<file path="config.mk">
export PLATFORM = sky130hd
export DESIGN_NAME = iom_mux
export DESIGN_NICKNAME = d
export VERILOG_FILES = /design/src/core/iom_pkg.sv /design/src/core/iom_mux.sv
export SDC_FILE = /design/constraint.sdc
export NUM_CORES = 1
export LEC_CHECK = 0
export BUFFER_PORTS_ARGS = -buffer_cell sky130_fd_sc_hd__buf_2
export CAP_MARGIN = 15
export CORE_AREA = 2 2 166 168
export CTS_CLUSTER_DIAMETER = 150
export DETAILED_ROUTE_END_ITERATION = 12
export DIE_AREA = 0 0 168 170
export PLACE_DENSITY = 0.59
export REMOVE_ABC_BUFFERS = 1
export SLEW_MARGIN = 20
export SYNTH_ARGS = -nofsm -noshare
export SYNTH_HDL_FRONTEND = slang
export SYNTH_SLANG_ARGS = --single-unit
</file>
<file path="constraint.sdc">
create_clock -name i_clk -period 2.8 [get_ports i_clk]
set_clock_uncertainty 0.15 [all_clocks]
set_input_delay 0.14 -clock i_clk [delete_from_list [all_inputs] [get_ports i_clk]]
set_output_delay 0.14 -clock i_clk [all_outputs]
set_load 0.01 [all_outputs]
</file>
<file path="src/core/iom_pkg.sv">
// Contract
// - 3-bit select: 000 io, 001/100/101 alternates
// - pins 12 and 13 never drive in io
// - every io-mode pin can raise interrupt
// - sense, both-edge and polarity choose trigger
// - mask bit equal to pin enables interrupt
// - writing 1 to clear bit clears pending
// - enabled pending flags merge onto one line
// - pulse sources a and b fixed pins
// - mic stream data in, clock out pins
// - code 101 clock outputs on 0,9,10,11
// - code 001 debug clock 9, data 10
// - uart transmit and receive pins
// - uart rts and cts pins
// - spi clock, out and in pins
// - spi chip select pins
// - io output drives data, read shows pin
// - output enable 0 input, resets input
package iom_pkg;
  localparam int          NUM_PINS   = 26;
  localparam logic [2:0]  MODE_IO    = 3'h0;
  localparam logic [2:0]  MODE_ALT1  = 3'h1;
  localparam logic [2:0]  MODE_ALT0  = 3'h4;
  localparam logic [2:0]  MODE_ALT2  = 3'h5;
  localparam logic [25:0] RST_OE     = 26'h0000000;
  localparam logic [25:0] RST_DATA   = 26'h0000000;
  localparam logic [25:0] RST_CFG    = 26'h0000000;
  localparam logic [25:0] INPUT_ONLY = 26'h0003000;
endpackage

</file>
<file path="src/core/iom_mux.sv">
module iom_mux (
  input  wire logic        i_clk,
  input  wire logic        i_rst_n,
  input  wire logic [77:0] i_pin_mode,
  input  wire logic [25:0] i_pin_out_data,
  input  wire logic [25:0] i_pin_oe,
  output logic      [25:0] o_pin_in_level,
  input  wire logic [25:0] i_irq_sense_select,
  input  wire logic [25:0] i_irq_both_edge_select,
  input  wire logic [25:0] i_irq_polarity_select,
  input  wire logic [25:0] i_pin_irq_enable_mask,
  input  wire logic [25:0] i_pin_irq_clear,
  output logic      [25:0] o_pin_irq_pending,
  output logic             o_irq,
  input  wire logic [25:0] i_pad_in,
  output logic      [25:0] o_pad_out,
  output logic      [25:0] o_pad_oe,
  input  wire logic        i_uart_txd,
  input  wire logic        i_uart_rts,
  output logic             o_uart_rxd,
  output logic             o_uart_cts,
  input  wire logic        i_spi_clk_out,
  input  wire logic        i_spi_clk_oe,
  output logic             o_spi_clk_in,
  input  wire logic        i_spi_out,
  output logic             o_spi_in,
  input  wire logic        i_spi_select_one_out,
  input  wire logic        i_spi_select_one_oe,
  output logic             o_spi_select_one_in,
  input  wire logic        i_spi_select_two,
  input  wire logic        i_spi_select_three,
  input  wire logic        i_first_twowire_clock_oe,
  input  wire logic        i_first_twowire_data_oe,
  output logic             o_first_twowire_clock,
  output logic             o_first_twowire_data,
  input  wire logic        i_second_twowire_clock_oe,
  input  wire logic        i_second_twowire_data_oe,
  output logic             o_second_twowire_clock,
  output logic             o_second_twowire_data,
  input  wire logic        i_pulse_source_a,
  input  wire logic        i_pulse_source_b,
  input  wire logic        i_mic_stream_clock_out,
  output logic             o_mic_stream_data_in,
  input  wire logic        i_core_clock_out,
  input  wire logic        i_fast_crystal_clock_out,
  input  wire logic        i_slow_clock_out,
  output logic             o_swd_clock,
  input  wire logic        i_swd_data_out,
  input  wire logic        i_swd_data_oe,
  output logic             o_swd_data_in
);
  localparam int N = iom_pkg::NUM_PINS;

  logic [N-1:0] sync_a;
  logic [N-1:0] sync_b;
  logic [N-1:0] prev;
  logic [N-1:0] pending;
  logic [N-1:0] hit;
  logic [N-1:0] io_mode;
  logic [N-1:0] next_out;
  logic [N-1:0] next_oe;
  logic [N-1:0] next_pending;
  logic [2:0]   warm;

  function automatic logic [2:0] mode_of(input logic [77:0] m, input int p);
    mode_of = m[3*p +: 3];
  endfunction

  function automatic logic is_mode(input logic [77:0] m, input int p, input logic [2:0] c);
    is_mode = (mode_of(m, p) == c);
  endfunction

  // two-stage pin synchroniser and previous sample
  always_ff @(posedge i_clk or negedge i_rst_n) begin
    if (!i_rst_n) begin
      sync_a <= iom_pkg::RST_DATA;
      sync_b <= iom_pkg::RST_DATA;
      prev   <= iom_pkg::RST_DATA;
    end else begin
      sync_a <= i_pad_in;
      sync_b <= sync_a;
      prev   <= sync_b;
    end
  end

  assign o_pin_in_level = sync_b;

  // triggers wait until prev holds a real pad sample, so pulled-up pins show no false edge after reset
  always_ff @(posedge i_clk or negedge i_rst_n) begin
    if (!i_rst_n) begin
      warm <= 3'h0;
    end else begin
      warm <= {warm[1:0], 1'b1};
    end
  end

  // trigger detection per pin
  generate
    for (genvar p = 0; p < N; p++) begin : g_trig
      logic rise;
      logic fall;
      logic edge_hit;
      logic lvl_hit;
      assign io_mode[p] = is_mode(i_pin_mode, p, iom_pkg::MODE_IO);
      assign rise       = sync_b[p] & ~prev[p];
      assign fall       = ~sync_b[p] & prev[p];
      assign edge_hit   = i_irq_both_edge_select[p] ? (rise | fall)
                        : (i_irq_polarity_select[p] ? rise : fall);
      assign lvl_hit    = (sync_b[p] == i_irq_polarity_select[p]);
      assign hit[p]     = warm[2] & io_mode[p] & (i_irq_sense_select[p] ? lvl_hit : edge_hit);
    end
  endgenerate

  // sticky pending flags, a new event wins over a clear
  always_comb begin
    next_pending = (pending & ~i_pin_irq_clear) | hit;
  end

  always_ff @(posedge i_clk or negedge i_rst_n) begin
    if (!i_rst_n) begin
      pending <= iom_pkg::RST_CFG;
    end else begin
      pending <= next_pending;
    end
  end

  assign o_pin_irq_pending = pending;

  // single merged request line
  always_ff @(posedge i_clk or negedge i_rst_n) begin
    if (!i_rst_n) begin
      o_irq <= 1'b0;
    end else begin
      o_irq <= |(next_pending & i_pin_irq_enable_mask);
    end
  end

  // pad drive selection per pin and mode
  always_comb begin
    next_out = '0;
    next_oe  = '0;
    for (int p = 0; p < N; p++) begin
      if (is_mode(i_pin_mode, p, iom_pkg::MODE_IO)) begin
        next_out[p] = i_pin_out_data[p];
        next_oe[p]  = i_pin_oe[p] & ~iom_pkg::INPUT_ONLY[p];
      end
    end
    // alternate set one
    if (is_mode(i_pin_mode, 1, iom_pkg::MODE_ALT1))  begin next_out[1] = i_uart_rts; next_oe[1] = 1'b1; end
    if (is_mode(i_pin_mode, 6, iom_pkg::MODE_ALT1))  begin next_out[6] = i_uart_rts; next_oe[6] = 1'b1; end
    if (is_mode(i_pin_mode, 25, iom_pkg::MODE_ALT1)) begin next_out[25] = i_uart_rts; next_oe[25] = 1'b1; end
    if (is_mode(i_pin_mode, 2, iom_pkg::MODE_ALT1))  begin next_out[2] = i_pulse_source_a; next_oe[2] = 1'b1; end
    if (is_mode(i_pin_mode, 16, iom_pkg::MODE_ALT1)) begin next_out[16] = i_pulse_source_a; next_oe[16] = 1'b1; end
    if (is_mode(i_pin_mode, 22, iom_pkg::MODE_ALT1)) begin next_out[22] = i_pulse_source_a; next_oe[22] = 1'b1; end
    if (is_mode(i_pin_mode, 3, iom_pkg::MODE_ALT1))  begin next_out[3] = i_pulse_source_b; next_oe[3] = 1'b1; end
    if (is_mode(i_pin_mode, 17, iom_pkg::MODE_ALT1)) begin next_out[17] = i_pulse_source_b; next_oe[17] = 1'b1; end
    if (is_mode(i_pin_mode, 21, iom_pkg::MODE_ALT1)) begin next_out[21] = i_pulse_source_b; next_oe[21] = 1'b1; end
    if (is_mode(i_pin_mode, 5, iom_pkg::MODE_ALT1))  begin next_out[5] = i_uart_txd; next_oe[5] = 1'b1; end
    if (is_mode(i_pin_mode, 8, iom_pkg::MODE_ALT1))  begin next_out[8] = i_uart_txd; next_oe[8] = 1'b1; end
    if (is_mode(i_pin_mode, 23, iom_pkg::MODE_ALT1)) begin next_out[23] = i_uart_txd; next_oe[23] = 1'b1; end
    if (is_mode(i_pin_mode, 10, iom_pkg::MODE_ALT1)) begin next_out[10] = i_swd_data_out; next_oe[10] = i_swd_data_oe; end
    if (is_mode(i_pin_mode, 14, iom_pkg::MODE_ALT1)) begin next_out[14] = 1'b0; next_oe[14] = i_first_twowire_clock_oe; end
    if (is_mode(i_pin_mode, 15, iom_pkg::MODE_ALT1)) begin next_out[15] = 1'b0; next_oe[15] = i_first_twowire_data_oe; end
    if (is_mode(i_pin_mode, 18, iom_pkg::MODE_ALT1)) begin next_out[18] = i_spi_select_two; next_oe[18] = 1'b1; end
    if (is_mode(i_pin_mode, 19, iom_pkg::MODE_ALT1)) begin next_out[19] = i_spi_select_three; next_oe[19] = 1'b1; end
    // alternate set zero
    for (int p = 0; p < N; p++) begin
      if (is_mode(i_pin_mode, p, iom_pkg::MODE_ALT0)) begin
        unique case (p)
          0, 8, 14, 25:  begin next_out[p] = i_spi_clk_out; next_oe[p] = i_spi_clk_oe; end
          2, 10, 17, 23: begin next_out[p] = i_spi_out; next_oe[p] = 1'b1; end
          1, 11, 15, 21: begin next_out[p] = i_spi_select_one_out; next_oe[p] = i_spi_select_one_oe; end
          20:            begin next_out[p] = i_spi_select_two; next_oe[p] = 1'b1; end
          22:            begin next_out[p] = i_spi_select_three; next_oe[p] = 1'b1; end
          4, 6:          begin next_out[p] = 1'b0; next_oe[p] = i_second_twowire_clock_oe; end
          5, 7:          begin next_out[p] = 1'b0; next_oe[p] = i_second_twowire_data_oe; end
          12:            begin next_out[p] = 1'b0; next_oe[p] = i_first_twowire_clock_oe; end
          13:            begin next_out[p] = 1'b0; next_oe[p] = i_first_twowire_data_oe; end
          18:            begin next_out[p] = i_uart_rts; next_oe[p] = 1'b1; end
          default:       begin next_out[p] = 1'b0; next_oe[p] = 1'b0; end
        endcase
      end
    end
    // alternate set two
    if (is_mode(i_pin_mode, 4, iom_pkg::MODE_ALT2)) begin next_out[4] = i_pulse_source_a; next_oe[4] = 1'b1; end
    if (is_mode(i_pin_mode, 5, iom_pkg::MODE_ALT2)) begin next_out[5] = i_pulse_source_b; next_oe[5] = 1'b1; end
    for (int p = 0; p < N; p++) begin
      if (is_mode(i_pin_mode, p, iom_pkg::MODE_ALT2) && (p == 2 || p == 7 || p == 23 || p == 25)) begin
        next_out[p] = i_mic_stream_clock_out;
        next_oe[p]  = 1'b1;
      end
    end
    if (is_mode(i_pin_mode, 0, iom_pkg::MODE_ALT2))  begin next_out[0] = i_core_clock_out; next_oe[0] = 1'b1; end
    if (is_mode(i_pin_mode, 9, iom_pkg::MODE_ALT2))  begin next_out[9] = i_fast_crystal_clock_out; next_oe[9] = 1'b1; end
    if (is_mode(i_pin_mode, 10, iom_pkg::MODE_ALT2)) begin next_out[10] = i_slow_clock_out; next_oe[10] = 1'b1; end
    if (is_mode(i_pin_mode, 11, iom_pkg::MODE_ALT2)) begin next_out[11] = i_slow_clock_out; next_oe[11] = 1'b1; end
  end

  // registered pad drive, all pins released at reset
  always_ff @(posedge i_clk or negedge i_rst_n) begin
    if (!i_rst_n) begin
      o_pad_out <= iom_pkg::RST_DATA;
      o_pad_oe  <= iom_pkg::RST_OE;
    end else begin
      o_pad_out <= next_out;
      o_pad_oe  <= next_oe;
    end
  end

  // peripheral inputs from synchronised pins; first selected pin wins, idle high except spi clock, spi in, mic data and swd clock, which idle low
  always_ff @(posedge i_clk or negedge i_rst_n) begin
    if (!i_rst_n) begin
      o_uart_rxd             <= 1'b1;
      o_uart_cts             <= 1'b1;
      o_spi_clk_in           <= 1'b0;
      o_spi_in               <= 1'b0;
      o_spi_select_one_in    <= 1'b1;
      o_first_twowire_clock  <= 1'b1;
      o_first_twowire_data   <= 1'b1;
      o_second_twowire_clock <= 1'b1;
      o_second_twowire_data  <= 1'b1;
      o_mic_stream_data_in   <= 1'b0;
      o_swd_clock            <= 1'b0;
      o_swd_data_in          <= 1'b1;
    end else begin
      o_uart_rxd <= is_mode(i_pin_mode, 4, iom_pkg::MODE_ALT1) ? sync_b[4] :
                    is_mode(i_pin_mode, 11, iom_pkg::MODE_ALT1) ? sync_b[11] :
                    is_mode(i_pin_mode, 24, iom_pkg::MODE_ALT1) ? sync_b[24] : 1'b1;
      o_uart_cts <= is_mode(i_pin_mode, 0, iom_pkg::MODE_ALT1) ? sync_b[0] :
                    is_mode(i_pin_mode, 7, iom_pkg::MODE_ALT1) ? sync_b[7] :
                    is_mode(i_pin_mode, 13, iom_pkg::MODE_ALT1) ? sync_b[13] :
                    is_mode(i_pin_mode, 20, iom_pkg::MODE_ALT1) ? sync_b[20] :
                    is_mode(i_pin_mode, 19, iom_pkg::MODE_ALT0) ? sync_b[19] : 1'b1;
      o_spi_clk_in <= is_mode(i_pin_mode, 0, iom_pkg::MODE_ALT0) ? sync_b[0] :
                      is_mode(i_pin_mode, 8, iom_pkg::MODE_ALT0) ? sync_b[8] :
                      is_mode(i_pin_mode, 14, iom_pkg::MODE_ALT0) ? sync_b[14] :
                      is_mode(i_pin_mode, 25, iom_pkg::MODE_ALT0) ? sync_b[25] : 1'b0;
      o_spi_in <= is_mode(i_pin_mode, 3, iom_pkg::MODE_ALT0) ? sync_b[3] :
                  is_mode(i_pin_mode, 9, iom_pkg::MODE_ALT0) ? sync_b[9] :
                  is_mode(i_pin_mode, 16, iom_pkg::MODE_ALT0) ? sync_b[16] :
                  is_mode(i_pin_mode, 24, iom_pkg::MODE_ALT0) ? sync_b[24] : 1'b0;
      o_spi_select_one_in <= is_mode(i_pin_mode, 1, iom_pkg::MODE_ALT0) ? sync_b[1] :
                             is_mode(i_pin_mode, 11, iom_pkg::MODE_ALT0) ? sync_b[11] :
                             is_mode(i_pin_mode, 15, iom_pkg::MODE_ALT0) ? sync_b[15] :
                             is_mode(i_pin_mode, 21, iom_pkg::MODE_ALT0) ? sync_b[21] : 1'b1;
      o_first_twowire_clock <= is_mode(i_pin_mode, 12, iom_pkg::MODE_ALT0) ? sync_b[12] :
                               is_mode(i_pin_mode, 14, iom_pkg::MODE_ALT1) ? sync_b[14] : 1'b1;
      o_first_twowire_data <= is_mode(i_pin_mode, 13, iom_pkg::MODE_ALT0) ? sync_b[13] :
                              is_mode(i_pin_mode, 15, iom_pkg::MODE_ALT1) ? sync_b[15] : 1'b1;
      o_second_twowire_clock <= is_mode(i_pin_mode, 4, iom_pkg::MODE_ALT0) ? sync_b[4] :
                                is_mode(i_pin_mode, 6, iom_pkg::MODE_ALT0) ? sync_b[6] : 1'b1;
      o_second_twowire_data <= is_mode(i_pin_mode, 5, iom_pkg::MODE_ALT0) ? sync_b[5] :
                               is_mode(i_pin_mode, 7, iom_pkg::MODE_ALT0) ? sync_b[7] : 1'b1;
      o_mic_stream_data_in <= is_mode(i_pin_mode, 1, iom_pkg::MODE_ALT2) ? sync_b[1] :
                              is_mode(i_pin_mode, 6, iom_pkg::MODE_ALT2) ? sync_b[6] :
                              is_mode(i_pin_mode, 8, iom_pkg::MODE_ALT2) ? sync_b[8] :
                              is_mode(i_pin_mode, 24, iom_pkg::MODE_ALT2) ? sync_b[24] : 1'b0;
      o_swd_clock   <= is_mode(i_pin_mode, 9, iom_pkg::MODE_ALT1) ? sync_b[9] : 1'b0;
      o_swd_data_in <= is_mode(i_pin_mode, 10, iom_pkg::MODE_ALT1) ? sync_b[10] : 1'b1;
    end
  end
endmodule

</file>
==> results of run 1 <==
## sequential cells by signal (all words and copies together) (netlist names)
| name | count |
|---|---|
| o_second_twowire_data | 1 |
| o_uart_rxd | 1 |
| o_swd_clock | 1 |
| o_spi_select_one_in | 1 |
| o_pad_out | 26 |
| o_pin_in_level | 26 |
| o_spi_clk_in | 1 |
| o_swd_data_in | 1 |
| o_pin_irq_pending | 26 |
| o_first_twowire_data | 1 |
| o_first_twowire_clock | 1 |
| prev | 26 |
| o_pad_oe | 26 |
| sync_a | 26 |
| o_irq | 1 |
| o_spi_in | 1 |
| warm | 3 |
| o_second_twowire_clock | 1 |
| o_uart_cts | 1 |
| o_mic_stream_data_in | 1 |
## worst max-delay path, stage by stage (launching register included)
cell	delay (ns)
dfrtp_1	0.35
buf_4	0.24
nor4b_1	0.47
nand3_1	0.11
dlygate4sd3_1	0.58
nand3_1	0.11
dlygate4sd3_1	0.56
## cells by family (layout without fill, tap and decap cells)
kind of cell    after synthesis  in the layout  synth area share [%]
compound gates              175            175                  13.8
simple gates                280            280                  17.3
mux                          38             38                  5.42
buf+inv                      79            744                  3.47
flops                       172            172                  49.8
fa+ha+maj                    52             52                  7.51
other cells                   1              5                0.0433
xor+xnor                     26             26                  2.63
## layout make-up
cell class	instances	area, sq um
antenna	4	10.0
clock buffer	19	453
clock inverter	13	125
fill	2462	12700
inverter	74	278
multi-input combinational	572	4050
sequential	172	4310
tap	341	427
timing repair buffer	638	4280
## Yosys cell counts (all sizes together) (5+ instances only)
master | number | area (sq um)
dfrtp | 164 | 4100
inv | 74 | 278
nand2 | 69 | 262
nor2 | 65 | 244
ha | 52 | 651
a21oi | 35 | 175
o21ai | 33 | 199
nor2b | 31 | 194
a211oi | 29 | 218
xnor2 | 26 | 228
nor3 | 24 | 125
nor4b | 24 | 229
mux2i | 18 | 180
a31oi | 17 | 106
a21o | 16 | 120
mux2 | 16 | 199
nand4 | 15 | 100
nand3 | 14 | 70.1
nand3b | 10 | 75.1
o22ai | 9 | 62.6
dfstp | 8 | 210
nor3b | 8 | 60.1
a22oi | 6 | 45.0
and2 | 6 | 37.5
o2111ai | 5 | 43.8
## per-layer routing
metal  up-vias  part of all wire, %  GRT usage [%]
met2       344                   49           42.0
met3        54                  6.0           5.65
met4         0                  2.8           8.62
met5         -                    0              0
met1      4194                   42           29.1
li1       4255                    -              -
## metrics by stage
stage / power (uW) / instance area (sq um) / cells / util [%] / setup slack, ns
after floorplan: 3130 / 8640 / 818 / - / 0.625
after global placement: 3720 / 11300 / 1591 / 42.3 / 0.333
after detailed placement: 3750 / 11300 / 1591 / 42.3 / 0.317
after CTS: 6360 / 13900 / 1829 / 52.2 / 0.155
after global routing: 6590 / 13900 / 1833 / 52.3 / 0.0455
final: 6300 / 13900 / 1833 / 52.3 / 0.163
## power by group
group / switching [uW] / internal (uW) / total [uW]
Combinational: 602 / 632 / 1230
Sequential: 73.3 / 2620 / 2690
Clock: 1140 / 1230 / 2370
Total: 1820 / 4480 / 6300
## what timing repair did
action	in CTS	in global routing
hold endpoints to repair	184	0
buffers inserted	0	0
gates resized for setup	0	0
hold buffers	206	0
## final timing paths
| path | endpoint | slack, ns |
|---|---|---|
| max in group asynchronous | o_swd_data_in | 1.55 |
| max | o_pin_irq_pending[8] | 0.16 |
| min reg2reg | o_pin_in_level[9] | 0.20 |
| min in group asynchronous | sync_a[12] | 0.13 |
| min | o_pin_irq_pending[9] | 0.01 |
| max reg2reg | o_pin_irq_pending[8] | 0.16 |
==> impl_metrics.tcl, run 1 <==
set metrics [dict create \
    outcome "finished, final reports clean" \
    cp.required_ns 3.02 \
    grt_pass1_wl_mm 51.6 \
    max-slew-margin-rel_pct 48.0 \
    antenna_found_initial 5 \
    post-route-min-period_ns 2.64 \
    track_usage_pct 24.1 \
    dpl.hpwl_mm 27.1 \
    period_share_pct 94.2 \
    ys_async_sr_fraction_pct 100 \
    drc 0 \
    numCtsBuffers 17 \
    worst-path-max-fanout 13 \
    grt_pass1_vias 9236 \
    endpoint_kind "register" \
    worstMarginPinSlew_ns 0.769 \
    timing.fmax_ghz 0.379 \
    grt_overflow_total 0 \
    start_util_pct 32.5 \
    critPathLaunchType "register" \
    synth_edf_count 0 \
    synth_area_sq_um 8660 \
    grt_max_degree 72 \
    holdCritPathClass "primary input to register" \
    cts_buffer_depth 2 \
    crit_type "register to register" \
    rr_worst_depth 6 \
    clk_transition_reported_paths_ns 0.07 \
    cts_sinks 172 \
    avgRoutedWirePerCell_microns 19.0 \
    portBuffers 423 \
    powerDensity_nw_per_um2 452 \
    reg2reg_from "warm[2]" \
    yosysWarnings 0 \
    startpoint "warm[2]" \
    drtPass1Iterations 4 \
    syn_area_per_cell_sq_um 10.5 \
    htreeDepth 4 \
    final_nets 1836 \
    syn_inst 823 \
    final_layout_size_suffix_gt1_share_pct 34.0 \
    ir_worst_vdd_mv 0.279 \
    viasPerCell 4.83 \
    area_growth_syn_to_layout_pct 60.9 \
    dr.first_iter.drc_count 394 \
    setup_tns_ns 0 \
    slew_violations 0 \
    clock_latency_ns 0.43 \
    core_sq_um 26700 \
    setup_viol 0 \
    synth_ff_type "dfrtp_1" \
    whs_path_depth 3 \
    via_count 8847 \
    tritoncts "built" \
    ant_nets 0 \
    hold_viol 0 \
    drv_cap 0 \
    layout.cells.most_common_list "buf_2, dlygate4sd3_1, dfrtp_1" \
    cp.arrival_ns 2.85 \
    io_pins 426 \
    hp-start "i_irq_sense_select[9]" \
    die_w_microns 168 \
    die_area_sq_um 28600 \
    p_leak_uw 0.00715 \
    rows 60 \
    gp_congestion 0.833 \
    synth-seq-area-share_pct 49.8 \
    rsz0062_at_grt "false" \
    drt-total-wl_mm 34.9 \
    final_common_cell "buf_2" \
    synth.distinct_cells 58 \
    hold_ws_ns 0.0128 \
    chipHeight_microns 170 \
    ys_ff_latch 172 \
    root_buffer "clkbuf_16" \
]
Note: power is estimated with default switching activity, not from simulation.
==> run 2: changes to the inputs <==
--- a/config.mk
+++ b/config.mk
@@ -5,7 +5,7 @@
 export SDC_FILE = /design/constraint.sdc
 export NUM_CORES = 1
 export LEC_CHECK = 0
-export BUFFER_PORTS_ARGS = -buffer_cell sky130_fd_sc_hd__buf_2
+export BUFFER_PORTS_ARGS = -buffer_cell sky130_fd_sc_hd__buf_4
 export CAP_MARGIN = 15
 export CORE_AREA = 2 2 166 168
 export CTS_CLUSTER_DIAMETER = 150
==> impl_metrics.tcl, run 2 (synthesis results as in run 1) <==
set metrics [dict create \
    crit_chain "inv_1 -> ha_1 -> mux2_2 -> o211ai_1 -> dlygate4sd3_1 -> nand3_1 -> a222oi_1 -> nand3_1" \
    grt_pass1_wl_mm 53.2 \
    viasPerCell 4.83 \
    timing.fmax_ghz 0.387 \
    track_usage_pct 24.8 \
    crit_family "buffers and inverters" \
    worstMarginPinSlew_ns 0.764 \
    numCtsBuffers 17 \
    die_w_microns 168 \
    clock_latency_ns 0.42 \
    die_area_sq_um 28600 \
    dpl.hpwl_mm 27.6 \
    gp_congestion 0.857 \
    grt_max_degree 65 \
    stdcell_count 1831 \
    powerDensity_nw_per_um2 435 \
    dr.first_iter.drc_count 344 \
    layout.cells.most_common_list "buf_4, dlygate4sd3_1, dfrtp_1" \
    p_seq_share_pct 41.3 \
    crit_type "register to register" \
    core_sq_um 26700 \
    hold_viol 1 \
    tritoncts "built" \
    slowest_delay_ns 0.57 \
    ir_worst_vdd_mv 0.356 \
    n_antenna_cell 0 \
    final_layout_size_suffix_gt1_share_pct 34.0 \
    area_growth_syn_to_layout_pct 73.5 \
    hp-start "i_pin_irq_enable_mask[12]" \
    cts_sinks 172 \
    setup_tns_ns 0 \
    grt_overflow_total 0 \
    ff2ff_setup_slack_ns 0.22 \
    placed_cell_area_sq_um 12400 \
    post-route-min-period_ns 2.58 \
    grt_pass1_vias 9369 \
    avgRoutedWirePerCell_microns 19.4 \
    final_common_cell "buf_4" \
    final_nets 1839 \
    drv_cap 0 \
    start_util_pct 32.5 \
    max-slew-margin-rel_pct 48.4 \
    cp.required_ns 2.93 \
    path_depth 8 \
    clk_transition_reported_paths_ns 0.07 \
    rr_worst_depth 8 \
    pwr-share-clk_pct 37.1 \
    fill_cells 2377 \
    ant_nets 0 \
    drc 0 \
    endpoint_kind "register" \
    multi_input_area_sq_um 4050 \
    seq_area_sq_um 4320 \
    chipHeight_microns 170 \
    portBuffers 423 \
    reg2reg_from "o_pin_in_level[8]" \
    via_count 8846 \
    rows 60 \
    r2r-end "o_irq" \
    cp.arrival_ns 2.72 \
    crit_buf_inv 2 \
    p_leak_uw 0.00748 \
    crit_top_cell "nand3_1" \
    switchingPower_uw 1810 \
    drt-total-wl_mm 35.5 \
    critPathLaunchType "register" \
    slew_violations 0 \
    p_int_uw 4720 \
    hold_ws_ns -0.00850 \
    post-place-cells 1592 \
    setup_viol 0 \
    cts_buffer_depth 2 \
    root_buffer "clkbuf_16" \
    switching_share_pct 27.7 \
    post-route-util_pct 56.4 \
    outcome "complete, but fails checks" \
    rsz0062_at_grt "false" \
    min_to "o_irq" \
    htreeDepth 4 \
    pwr-share-comb_pct 21.6 \
    period_share_pct 92.3 \
    io_pins 426 \
    holdCritPathClass "primary input to register" \
    whs_path_depth 5 \
    drtPass1Iterations 5 \
    final_area_sq_um 15000 \
    antenna_found_initial 0 \
    worst-path-max-fanout 6 \
    critPathSlowestCell "dlygate4sd3_1" \
    violations "negative hold slack" \
]
-- run 2: cell count changes in the layout (fill, tap and decap cells not counted), sizes merged --
cell | previous run | this run
inv | 82 | 80
bufinv | 0 | 1
diode | 4 | 0
clkinv | 5 | 4
dlygate4sd3 | 206 | 208
buf | 431 | 432
clkinvlp | 0 | 1
-- run 2: cell type report --
type	instances	area share, %
flip-flops and latches	172	28.7
clock buffers	19	3.02
repair buffers	641	35.8
well taps	341	2.84
multi-input cells	572	26.9
inverters	74	1.85
clock inverters	12	0.850
-- run 2: what timing repair did --
action                                  in CTS  in global routing
resized for setup                            0                  1
buffers inserted                             0                  0
hold buffers                               208                  0
endpoints found under the setup margin       0                  1
endpoints found under the hold margin      177                  0
-- run 2: power by group through the flow --
| stage | combinational, uW | clock [uW] | sequential [uW] |
|---|---|---|---|
| 3_5_place_dp | 1180 | 0 | 2740 |
| 5_1_grt | 1540 | 2600 | 2710 |
| 2_1_floorplan | 348 | 0 | 2780 |
| 6_report | 1410 | 2420 | 2700 |
| 3_3_place_gp | 1170 | 0 | 2740 |
| 4_1_cts | 1420 | 2480 | 2700 |
-- run 2: routing by layer --
| layer | share of wire (%) | GRT usage, % | vias to the layer above |
|---|---|---|---|
| li1 | - | - | 4254 |
| met1 | 41 | 29.4 | 4239 |
| met2 | 50 | 44.8 | 316 |
| met3 | 6.6 | 6.21 | 37 |
| met4 | 2.3 | 6.88 | 0 |
| met5 | 0 | 0 | - |
-- run 2: worst max path at each step --
stage | end | from
after floorplan | o_irq | o_pin_in_level[15]
after global placement | o_irq | o_pin_in_level[13]
after detailed placement | o_irq | o_pin_in_level[13]
after CTS | o_irq | o_pin_in_level[8]
after global routing | o_irq | o_pin_in_level[8]
final | o_irq | o_pin_in_level[8]
-- run 2: stage by stage --
stage,power (uW),worst slack [ns]
final,6530,0.216
after global routing,6850,0.0780
after CTS,6590,0.0875
after detailed placement,3930,0.319
after global placement,3910,0.328
after floorplan,3130,0.625
-- run 2: worst reg2reg max path: stages (launching register included) --
cell           delay, ns
dfrtp_2             0.45
inv_1               0.11
ha_1                0.20
mux2_2              0.26
o211ai_1            0.15
dlygate4sd3_1       0.57
nand3_1             0.09
a222oi_1            0.36
nand3_1             0.11
